==> src/pkg/scp_pkg.sv <==
package scp_pkg;
  // ------------------------------------------------------------
  // Timing
  // ------------------------------------------------------------
  localparam int unsigned CLK_HZ = 25_000_000;
  localparam int unsigned SRC_HZ = 14_318_180;
  localparam int unsigned SRC_DIV = 12;
  // System clocks per counting tick, rounded to nearest
  localparam int unsigned TICK_DIV = (CLK_HZ * SRC_DIV + SRC_HZ / 2) / SRC_HZ;

  // ------------------------------------------------------------
  // Register indices (byte address is four times the index)
  // ------------------------------------------------------------
  localparam logic [7:0] IDX_CH0 = 8'h40;
  localparam logic [7:0] IDX_CH1 = 8'h41;
  localparam logic [7:0] IDX_CH2 = 8'h42;
  localparam logic [7:0] IDX_CTRL = 8'h43;
  localparam logic [7:0] IDX_SYS = 8'h61;

  // ------------------------------------------------------------
  // Control word fields and codes
  // ------------------------------------------------------------
  typedef struct packed {
    logic [1:0] sel;
    logic [1:0] rw;
    logic [2:0] mode;
    logic bcd;
  } scp_cw_t;
  localparam logic [1:0] SEL_READBACK = 2'h3;
  localparam logic [1:0] RW_LATCH = 2'h0;
  localparam logic [1:0] RW_LSB = 2'h1;
  localparam logic [1:0] RW_MSB = 2'h2;
  localparam logic [1:0] RW_BOTH = 2'h3;
  localparam logic [1:0] RW_RST = 2'h1;
  localparam logic [2:0] MODE_SW_STROBE = 3'h4;
  localparam logic [2:0] MODE_HW_STROBE = 3'h5;
  localparam logic [2:0] MODE_RST = 3'h0;

  // ------------------------------------------------------------
  // System port bit positions and reset value
  // ------------------------------------------------------------
  localparam int SYS_PAR_ERR = 7;
  localparam int SYS_IO_ERR = 6;
  localparam int SYS_C2_OUT = 5;
  localparam int SYS_REFRESH = 4;
  localparam int SYS_IO_DIS = 3;
  localparam int SYS_PAR_DIS = 2;
  localparam int SYS_SPK = 1;
  localparam int SYS_GATE2 = 0;
  localparam logic [3:0] SYS_CTRL_RST = 4'h0;

  // Decrement by one, binary or four decades
  function automatic logic [15:0] scp_dec(input logic [15:0] v,
                                          input logic bcd);
    logic [15:0] r;
    logic b;
    r = bcd ? v : v - 16'h0001;
    b = bcd;
    for (int i = 0; i < 4; i++) begin
      if (b) begin
        if (v[4*i +: 4] == 4'h0) begin
          r[4*i +: 4] = 4'h9;
        end else begin
          r[4*i +: 4] = v[4*i +: 4] - 4'h1;
          b = 1'b0;
        end
      end
    end
    return r;
  endfunction
endpackage

==> src/verilog/scp_strobe_chan.sv <==
`timescale 1ns/100ps
`default_nettype none
module scp_strobe_chan import scp_pkg::*; (
  // Clock, reset and counting tick
  input wire logic clk_in,
  input wire logic rst_n_in,
  input wire logic tick_in,
  // Programming
  input wire logic cfg_wr_in,
  input wire scp_cw_t cfg_in,
  input wire logic cnt_wr_in,
  input wire logic [15:0] cnt_in,
  // Trigger and results
  input wire logic gate_in,
  output logic out_out,
  output logic [15:0] count_out
);
  localparam int CHK_SPAN = 64;
  typedef enum logic [1:0] {ST_IDLE, ST_COUNT, ST_LOW} scp_st_t;
  scp_st_t st;
  logic [2:0] mode;
  logic bcd;
  logic [15:0] init;
  logic pend;
  logic armed;
  logic gate_q;
  logic trig;
  logic rise;
  logic load_now;
  logic [15:0] next_cnt;

  // Trigger edge and load decision
  assign rise = gate_in && !gate_q && armed && (mode == MODE_HW_STROBE);
  assign load_now = tick_in &&
    ((mode == MODE_SW_STROBE) ? pend : (trig || rise));
  assign next_cnt = scp_dec(count_out, bcd);

  // Mode, initial count and arming
  always_ff @(posedge clk_in or negedge rst_n_in) begin
    if (!rst_n_in) begin
      mode <= MODE_RST;
      bcd <= 1'b0;
      init <= 16'h0000;
      armed <= 1'b0;
      gate_q <= 1'b1;
    end else begin
      gate_q <= gate_in;
      if (cfg_wr_in) begin
        mode <= cfg_in.mode;
        bcd <= cfg_in.bcd;
        armed <= 1'b0;
      end else if (cnt_wr_in) begin
        init <= cnt_in;
        armed <= 1'b1;
      end
    end
  end

  // Pending software load and latched trigger; a new event wins
  always_ff @(posedge clk_in or negedge rst_n_in) begin
    if (!rst_n_in) begin
      pend <= 1'b0;
      trig <= 1'b0;
    end else begin
      pend <= cnt_wr_in || (pend && !tick_in && !cfg_wr_in);
      trig <= rise || (trig && !tick_in && !cfg_wr_in);
    end
  end

  // Counter and output
  always_ff @(posedge clk_in or negedge rst_n_in) begin
    if (!rst_n_in) begin
      st <= ST_IDLE;
      out_out <= 1'b1;
      count_out <= 16'h0000;
    end else if (cfg_wr_in) begin
      st <= ST_IDLE;
      out_out <= 1'b1;
    end else if (load_now) begin
      // In software strobe mode a write in the load tick itself wins over the stored count
      count_out <= (mode == MODE_SW_STROBE && cnt_wr_in) ?
                   cnt_in : init;
      st <= ST_COUNT;
      out_out <= 1'b1;
    end else if (tick_in) begin
      count_out <= next_cnt;
      unique case (st)
        ST_IDLE: begin
          out_out <= 1'b1;
        end
        ST_COUNT: begin
          if (next_cnt == 16'h0000) begin
            st <= ST_LOW;
            out_out <= 1'b0;
          end
        end
        ST_LOW: begin
          st <= ST_IDLE;
          out_out <= 1'b1;
        end
      endcase
    end
  end
endmodule
`default_nettype wire

==> src/verilog/scp_tick_div.sv <==
`timescale 1ns/100ps
`default_nettype none
module scp_tick_div import scp_pkg::*; #(
  parameter int unsigned DIV = TICK_DIV
) (
  // Clock and reset
  input wire logic clk_in,
  input wire logic rst_n_in,
  // Counting tick
  output logic tick_out
);
  logic [7:0] cnt;

  // Free running divider, one pulse per period
  always_ff @(posedge clk_in or negedge rst_n_in) begin
    if (!rst_n_in) begin
      cnt <= 8'h00;
      tick_out <= 1'b0;
    end else begin
      tick_out <= (cnt == 8'(DIV - 1));
      cnt <= (cnt == 8'(DIV - 1)) ? 8'h00 : cnt + 8'h01;
    end
  end
endmodule
`default_nettype wire

==> src/verilog/scp_timer_port.sv <==
// Implementation choice: the Avalon-MM slave port.
`timescale 1ns/100ps
`default_nettype none
// Function
// - Software strobe: count write starts; high n+1 ticks, low one.
// - Programming software strobe drives output high; trigger input ignored.
// - Count written while counting loads next tick; counting continues.
// - Two-byte count loads only after the second byte.
// - Load tick no decrement; low at zero for one tick, high at wrap.
// - Gate strobe: rising trigger while armed runs high n+1, low one.
// - Gate strobe: mode then count drives output high and arms trigger.
// - Gate strobe: count write mid-cycle waits for next trigger.
// - Trigger stays armed until control word is rewritten.
// - Trigger before zero reloads next tick; output stays high.
// - Counts at 40h-42h read/write, control 43h write-only, system 61h.
// - System bit 7 reads board memory parity error.
// - System bit 6 reads bus I/O or option memory parity error.
// - System bit 5 reads channel 2 output level.
// - System bit 4 reads refresh request activity.
// - System bit 3: 0 enables, 1 disables bus fault checking.
// - System bit 2 written 1 disables board parity checking.
// - System bit 1 ANDed with channel 2 output drives speaker.
// - System bit 0 sets channel 2 trigger level.
// - All channels count on one common divided tick near 1.19 MHz.
// - Each channel counts binary or four decades by control bit 0.
module scp_timer_port import scp_pkg::*; #(
  parameter int unsigned TICK_CYCLES = TICK_DIV
) (
  // Clock and reset
  input wire logic clk_in,
  input wire logic rst_n_in,
  // Avalon-MM slave
  input wire logic [9:0] avs_address_in,
  input wire logic avs_read_in,
  input wire logic avs_write_in,
  input wire logic [31:0] avs_writedata_in,
  input wire logic [3:0] avs_byteenable_in,
  output logic [31:0] avs_readdata_out,
  output logic avs_waitrequest_out,
  // System status inputs
  input wire logic ram_parity_err_in,
  input wire logic io_check_err_in,
  input wire logic refresh_req_in,
  // Channel outputs and system controls
  output logic tick_irq_out,
  output logic refresh_tick_out,
  output logic tone_out,
  output logic speaker_out,
  output logic ram_parity_check_en_out,
  output logic io_check_en_out
);
  // ------------------------------------------------------------
  // Declarations
  // ------------------------------------------------------------
  logic tick;
  logic [3:0] sys_ctrl;
  logic [1:0] rw_fmt [3];
  logic wr_hi [3];
  logic rd_hi [3];
  logic [7:0] lsb_hold [3];
  logic cfg_wr [3];
  logic cnt_wr [3];
  logic [15:0] cnt_val [3];
  logic [15:0] count [3];
  logic ch_out [3];
  logic gate [3];
  logic rd_take;
  logic wr_take;
  logic [7:0] wbyte;
  scp_cw_t cw;
  logic [7:0] next_rbyte;
  logic [7:0] sys_read;

  // Byte address match for one register index
  function automatic logic reg_hit(input logic [9:0] a,
                                   input logic [7:0] idx);
    return a == {idx, 2'b00};
  endfunction

  // Channel index for count ports
  function automatic logic [7:0] ch_idx(input int c);
    return IDX_CH0 + 8'(c);
  endfunction

  // ------------------------------------------------------------
  // Bus handshake
  // ------------------------------------------------------------
  assign rd_take = avs_read_in && !avs_waitrequest_out;
  assign wr_take = avs_write_in && !avs_waitrequest_out &&
                   avs_byteenable_in[0];
  assign wbyte = avs_writedata_in[7:0];
  assign cw = scp_cw_t'(wbyte);

  // One wait cycle per request, then the answer cycle
  always_ff @(posedge clk_in or negedge rst_n_in) begin
    if (!rst_n_in) begin
      avs_waitrequest_out <= 1'b1;
    end else begin
      avs_waitrequest_out <= !((avs_read_in || avs_write_in) &&
                               avs_waitrequest_out);
    end
  end

  // ------------------------------------------------------------
  // Read data
  // ------------------------------------------------------------
  // System port status view
  always_comb begin
    sys_read = {4'h0, sys_ctrl};
    sys_read[SYS_PAR_ERR] = ram_parity_err_in &&
                            !sys_ctrl[SYS_PAR_DIS];
    sys_read[SYS_IO_ERR] = io_check_err_in && !sys_ctrl[SYS_IO_DIS];
    sys_read[SYS_C2_OUT] = ch_out[2];
    sys_read[SYS_REFRESH] = refresh_req_in;
  end

  // Address decode of the byte to return; unmapped reads zero
  always_comb begin
    next_rbyte = 8'h00;
    for (int c = 0; c < 3; c++) begin
      if (reg_hit(avs_address_in, ch_idx(c))) begin
        if (rw_fmt[c] == RW_MSB || (rw_fmt[c] == RW_BOTH && rd_hi[c])) begin
          next_rbyte = count[c][15:8];
        end else begin
          next_rbyte = count[c][7:0];
        end
      end
    end
    if (reg_hit(avs_address_in, IDX_SYS)) begin
      next_rbyte = sys_read;
    end
  end

  // Read data captured during the wait cycle, held for the answer
  always_ff @(posedge clk_in or negedge rst_n_in) begin
    if (!rst_n_in) begin
      avs_readdata_out <= 32'h0000_0000;
    end else if (avs_read_in && avs_waitrequest_out) begin
      avs_readdata_out <= {24'h00_0000, next_rbyte};
    end
  end

  // ------------------------------------------------------------
  // Count and control writes
  // ------------------------------------------------------------
  // Strobes towards the channels
  always_comb begin
    for (int c = 0; c < 3; c++) begin
      cfg_wr[c] = wr_take && reg_hit(avs_address_in, IDX_CTRL) &&
                  cw.sel == 2'(c) && cw.rw != RW_LATCH;
      cnt_wr[c] = 1'b0;
      cnt_val[c] = {8'h00, wbyte};
      if (wr_take && reg_hit(avs_address_in, ch_idx(c))) begin
        unique case (rw_fmt[c])
          RW_MSB: begin
            cnt_wr[c] = 1'b1;
            cnt_val[c] = {wbyte, 8'h00};
          end
          RW_BOTH: begin
            cnt_wr[c] = wr_hi[c];
            cnt_val[c] = {wbyte, lsb_hold[c]};
          end
          default: begin
            cnt_wr[c] = 1'b1;
          end
        endcase
      end
    end
  end

  // Byte order state per channel
  always_ff @(posedge clk_in or negedge rst_n_in) begin
    if (!rst_n_in) begin
      for (int c = 0; c < 3; c++) begin
        rw_fmt[c] <= RW_RST;
        wr_hi[c] <= 1'b0;
        rd_hi[c] <= 1'b0;
        lsb_hold[c] <= 8'h00;
      end
    end else begin
      for (int c = 0; c < 3; c++) begin
        if (cfg_wr[c]) begin
          rw_fmt[c] <= cw.rw;
          wr_hi[c] <= 1'b0;
          rd_hi[c] <= 1'b0;
        end else begin
          if (wr_take && reg_hit(avs_address_in, ch_idx(c)) &&
              rw_fmt[c] == RW_BOTH) begin
            wr_hi[c] <= !wr_hi[c];
            if (!wr_hi[c]) begin
              lsb_hold[c] <= wbyte;
            end
          end
          if (rd_take && reg_hit(avs_address_in, ch_idx(c)) &&
              rw_fmt[c] == RW_BOTH) begin
            rd_hi[c] <= !rd_hi[c];
          end
        end
      end
    end
  end

  // ------------------------------------------------------------
  // System port
  // ------------------------------------------------------------
  // Writable control bits; status bits ignore writes and keep reading their inputs
  always_ff @(posedge clk_in or negedge rst_n_in) begin
    if (!rst_n_in) begin
      sys_ctrl <= SYS_CTRL_RST;
    end else if (wr_take && reg_hit(avs_address_in, IDX_SYS)) begin
      sys_ctrl <= wbyte[3:0];
    end
  end

  // Registered system outputs
  always_ff @(posedge clk_in or negedge rst_n_in) begin
    if (!rst_n_in) begin
      speaker_out <= 1'b0;
      ram_parity_check_en_out <= 1'b1;
      io_check_en_out <= 1'b1;
    end else begin
      speaker_out <= sys_ctrl[SYS_SPK] && ch_out[2];
      ram_parity_check_en_out <= !sys_ctrl[SYS_PAR_DIS];
      io_check_en_out <= !sys_ctrl[SYS_IO_DIS];
    end
  end

  // ------------------------------------------------------------
  // Counting tick and channels
  // ------------------------------------------------------------
  scp_tick_div #(
    .DIV(TICK_CYCLES)
  ) u_div (
    .clk_in(clk_in),
    .rst_n_in(rst_n_in),
    .tick_out(tick)
  );

  // Channel 2 trigger from the system port, others tied high
  assign gate[0] = 1'b1;
  assign gate[1] = 1'b1;
  assign gate[2] = sys_ctrl[SYS_GATE2];

  for (genvar g = 0; g < 3; g++) begin : g_chan
    scp_strobe_chan u_chan (
      .clk_in(clk_in),
      .rst_n_in(rst_n_in),
      .tick_in(tick),
      .cfg_wr_in(cfg_wr[g]),
      .cfg_in(cw),
      .cnt_wr_in(cnt_wr[g]),
      .cnt_in(cnt_val[g]),
      .gate_in(gate[g]),
      .out_out(ch_out[g]),
      .count_out(count[g])
    );
  end

  assign tick_irq_out = ch_out[0];
  assign refresh_tick_out = ch_out[1];
  assign tone_out = ch_out[2];

  // System port read entering its wait cycle
  logic sys_rd_seen;
  assign sys_rd_seen = avs_read_in && avs_waitrequest_out &&
                       reg_hit(avs_address_in, IDX_SYS);
endmodule
`default_nettype wire
==> config.mk <==
export PLATFORM = sky130hd
export DESIGN_NAME = scp_timer_port
export DESIGN_NICKNAME = d
export VERILOG_FILES = /design/src/pkg/scp_pkg.sv /design/src/verilog/scp_strobe_chan.sv /design/src/verilog/scp_tick_div.sv /design/src/verilog/scp_timer_port.sv
export SDC_FILE = /design/constraint.sdc
export NUM_CORES = 1
export LEC_CHECK = 0
export BUFFER_PORTS_ARGS = -buffer_cell sky130_fd_sc_hd__buf_2
export CELL_PAD_IN_SITES_DETAIL_PLACEMENT = 1
export CELL_PAD_IN_SITES_GLOBAL_PLACEMENT = 1
export CORE_MARGIN = 2
export CORE_UTILIZATION = 30
export DETAILED_ROUTE_END_ITERATION = 10
export PLACE_DENSITY = 0.58
export SLEW_MARGIN = 20
export SYNTH_ARGS = -nofsm -noshare
export SYNTH_HDL_FRONTEND = slang
export SYNTH_HIERARCHICAL = 1
export SYNTH_SLANG_ARGS = --single-unit
==> constraint.sdc <==
create_clock -name clk_in -period 2.55 [get_ports clk_in]
set_input_delay 0.255 -clock clk_in [delete_from_list [all_inputs] [get_ports clk_in]]
set_output_delay 0.255 -clock clk_in [all_outputs]
set_load 0.01 [all_outputs]
==> results.py <==
metrics = {
    "synth": {
        "synth_area_um2": 11790,
        "yosys.cell_types.count": 87,
        "synthArstFlopShare": 1.000,
        "ys_seq_elements": 190,
        "synth.avg_cell_area_um2": 9.660,
        "synth_edf_count": 0,
        "netlist_instances": 1220,
        "ys_seq_area_frac": 0.4047,
        "yosys_warnings": 6,
        "synth-main-ff-cell": "dfrtp_1",
    },
    "place": {
        "dpl.cell_count": 1857,
        "place_ws_ns": -0.1523,
        "place_area_um2": 13480,
        "portBuffers": 40,
        "gp_congestion": 0.8559,
        "post-dp-hpwl_mm": 28.71,
    },
    "power_and_ir_drop": {
        "ir_drop_mv": 0.3697,
        "power.total_mw": 6.126,
        "p_leak_nw": 6.916,
        "p_per_area_nw_per_um2": 420.3,
    },
    "clock_tree": {
        "clk_pin_slew_worst_paths_ns": 0.07,
        "cts_root_buffer": "clkbuf_16",
        "cts_tree": "built",
        "h-tree-depth": 4,
        "clk_latency_ns": 0.45,
        "cts_sinks": 190,
        "cts_buffers": 17,
        "cts_max_path_buffers": 2,
    },
    "sta": {
        "slew_viol_final": 0,
        "max_freq_mhz": 383.8,
        "finalSetupViolCount": 3,
        "rsz0062_at_grt": "yes",
        "finalClockSkew_ns": 0.01939,
        "finalHoldViolCount": 0,
        "worst_slew_pin_slew_ns": 1.118,
        "setup-tns-final_ns": -0.08733,
        "relSlewSlack": 0.2534,
        "fin_ws_ns": -0.05546,
        "fin_hold_ws_ns": 0.07802,
        "post-route-min-period_ns": 2.605,
        "period_share": 1.022,
    },
    "global_routing": {
        "grt_pass1_vias": 10398,
        "grt_pass1_wl_mm": 61.28,
        "grt_max_degree": 63,
        "track_usage": 0.1924,
        "antenna_found_initial": 1,
        "overflow": 0,
    },
    "setup_path": {
        "path_delay_family": "simple AND/OR/NAND/NOR gates",
        "arrival_ns": 2.89,
        "crit_path_end_kind": "flip-flop",
        "cp.required_ns": 2.83,
        "crit_chain": "or4_4, a2111oi_4, a2bb2oi_2, o2111ai_4, nor4_4, buf_4, nand2b_4, a221oi_2",
        "crit_fanout": 5,
        "setup.worst_path.class": "reg2reg",
        "start_kind": "flip-flop",
        "cp_slowest_stage_delay_ns": 0.59,
        "cp_num_buf_inv": 1,
        "slowest_stage": "or4_4",
    },
    "floorplan": {
        "die_area_um2": 40880,
        "std_cell_rows": 72,
        "die_h_um": 202.2,
        "initial_utilization": 0.3042,
        "core_um2": 38740,
        "pin_count": 92,
        "dieWidth_um": 202.2,
    },
    "drt": {
        "dr_total_vias": 10040,
        "via_per_inst": 5.251,
        "drc": 0,
        "wl_per_cell_um": 20.42,
        "drt_first_pass_iters": 5,
        "wirelength_mm": 39.03,
        "ant_nets": 0,
        "first_iter_violations": 579,
    },
    "layout": {
        "area_growth_syn_to_layout_pct": 23.65,
        "drive_above_1_share": 0.3209,
        "finalInstanceArea_um2": 14570,
        "post-route-util": 0.3762,
        "fin_nets": 1450,
        "stdcell_count": 1912,
    },
    "worst_hold_path": {
        "hp-class": "in2reg",
    },
    "run_status": {
        "status": "complete, but fails checks",
        "violations": "setup timing",
    },
    "job": {
        "max_cap_viol_count": 0,
    },
}
-- sequential cells by signal, indices dropped and copies added, names as in the netlist, 4 cells and up --
name / flops
sys_ctrl: 4
g_chan.u_chan/init: 48
lsb_hold: 24
g_chan.u_chan/st: 6
u_div/cnt: 8
g_chan.u_chan/mode: 9
avs_readdata_out: 8
rw_fmt: 6
g_chan.u_chan/count_out: 48
-- final cells by class --
| class | instances | area, um2 |
|---|---|---|
| diodes | 1 | 2.502 |
| clock inverters | 8 | 83.83 |
| clock buffers | 24 | 471.7 |
| fillers | 4432 | 24160 |
| flip-flops and latches | 190 | 4777 |
| multi-input cells | 927 | 6870 |
| repair buffers | 207 | 1580 |
| well taps | 518 | 648.1 |
| inverters | 37 | 138.9 |
-- report_power, final --
part	switching [mW]	total [mW]	internal, mW
logic	0.258	0.391	0.133
clock network	1.26	2.67	1.41
registers	0.0233	3.07	3.04
-- what timing repair did --
| item | CTS | global route |
|---|---|---|
| hold buffers | 2 | 0 |
| endpoints found under the hold margin | 43 | 0 |
| pin swaps | 5 | 13 |
| gates cloned | 0 | 0 |
| buffers inserted | 6 | 14 |
| gates resized for setup | 21 | 51 |
| endpoints found under the setup margin | 8 | 11 |
-- routing by layer --
metal,up-vias,wire (um),global-route usage
met5,-,0,0
met4,0,487,0.03910
met3,31,1000,0.02531
met2,142,18300,0.3158
met1,5143,19250,0.2716
li1,4724,-,-
-- cells in the final DEF, fill, tap and decap left out, types with 9 or more instances in the layout --
master / n
clkbuf_16: 17
mux2i_1: 54
inv_1: 36
o21ai_0: 70
a22o_1: 25
or4_4: 10
nand4_1: 10
dfstp_2: 12
nand2b_1: 19
and2_1: 32
a21o_1: 11
dfrtp_1: 172
buf_2: 39
nor2_1: 98
conb_1: 28
ha_1: 14
nand2_1: 92
o21ai_1: 10
nand3_1: 29
nor3_1: 29
buf_12: 9
a31oi_1: 9
mux2_2: 109
and3_1: 9
a21oi_1: 55
o22a_1: 16
buf_4: 156
-- kinds of logic (layout without fill, tap and decap cells) --
group           after synthesis  count (layout)  share of synthesized area
mux                         165             165                     0.1517
compound gates              290             290                     0.1704
simple gates                412             412                     0.1909
buf+inv                     129             276                    0.05245
flops                       190             190                     0.4047
xor+xnor                     15              15                    0.01115
other cells                   2              29                  0.0006372
fa+ha+maj                    17              17                    0.01805
-- worst register-to-register path, delay by kind of cell (launching register included) --
| kind | cells | cell delay (ns) |
|---|---|---|
| buffers and inverters | 1 | 0.17 |
| AND/OR/NAND/NOR | 3 | 1.02 |
| flip-flops | 1 | 0.44 |
| AO/OA/AOI/OAI | 4 | 0.83 |
-- synth_stat cells (6+ instances only) --
cell type / instances / share of area
mux2i_1: 56 / 0.048
xor2_1: 8 / 0.0059
clkbuf_1: 49 / 0.016
a31oi_1: 9 / 0.0048
and2_1: 33 / 0.018
dfrtp_1: 178 / 0.38
a22o_1: 25 / 0.019
ha_1: 17 / 0.018
o31a_1: 7 / 0.0052
inv_1: 37 / 0.012
xnor2_1: 7 / 0.0052
nand2b_1: 19 / 0.010
o2bb2ai_1: 7 / 0.0052
nor2_1: 99 / 0.032
o21ai_0: 73 / 0.031
o211ai_1: 6 / 0.0038
o21bai_1: 6 / 0.0038
o22a_1: 16 / 0.012
nor4_1: 6 / 0.0032
buf_4: 25 / 0.016
nand3_1: 29 / 0.012
nand2_1: 95 / 0.030
nor3_1: 31 / 0.013
buf_1: 8 / 0.0025
or4_4: 8 / 0.0076
o21ai_1: 7 / 0.0030
dfstp_2: 12 / 0.027
a211oi_1: 8 / 0.0051
a21oi_1: 57 / 0.024
or3_1: 9 / 0.0048
o22ai_1: 6 / 0.0032
mux2_2: 109 / 0.10
nand4_1: 10 / 0.0053
and3_1: 10 / 0.0053
a21o_1: 11 / 0.0070
nor2b_1: 8 / 0.0042
-- path summary, 6_finish.rpt --
path                       slack, ns                        to  cells after the start                          start
min in group asynchronous       0.32              u_div/cnt[1]                      2                       rst_n_in
max                            -0.06    g_chan[0].u_chan/st[0]                      8  g_chan[0].u_chan/count_out[5]
min                             0.08       avs_waitrequest_out                      2                    avs_read_in
min reg2reg                     0.42           io_check_en_out                      1                    sys_ctrl[3]
max in group asynchronous       1.45  g_chan[0].u_chan/out_out                      3                       rst_n_in
max reg2reg                    -0.06    g_chan[0].u_chan/st[0]                      8  g_chan[0].u_chan/count_out[5]
(Power assumes the default switching activity.)
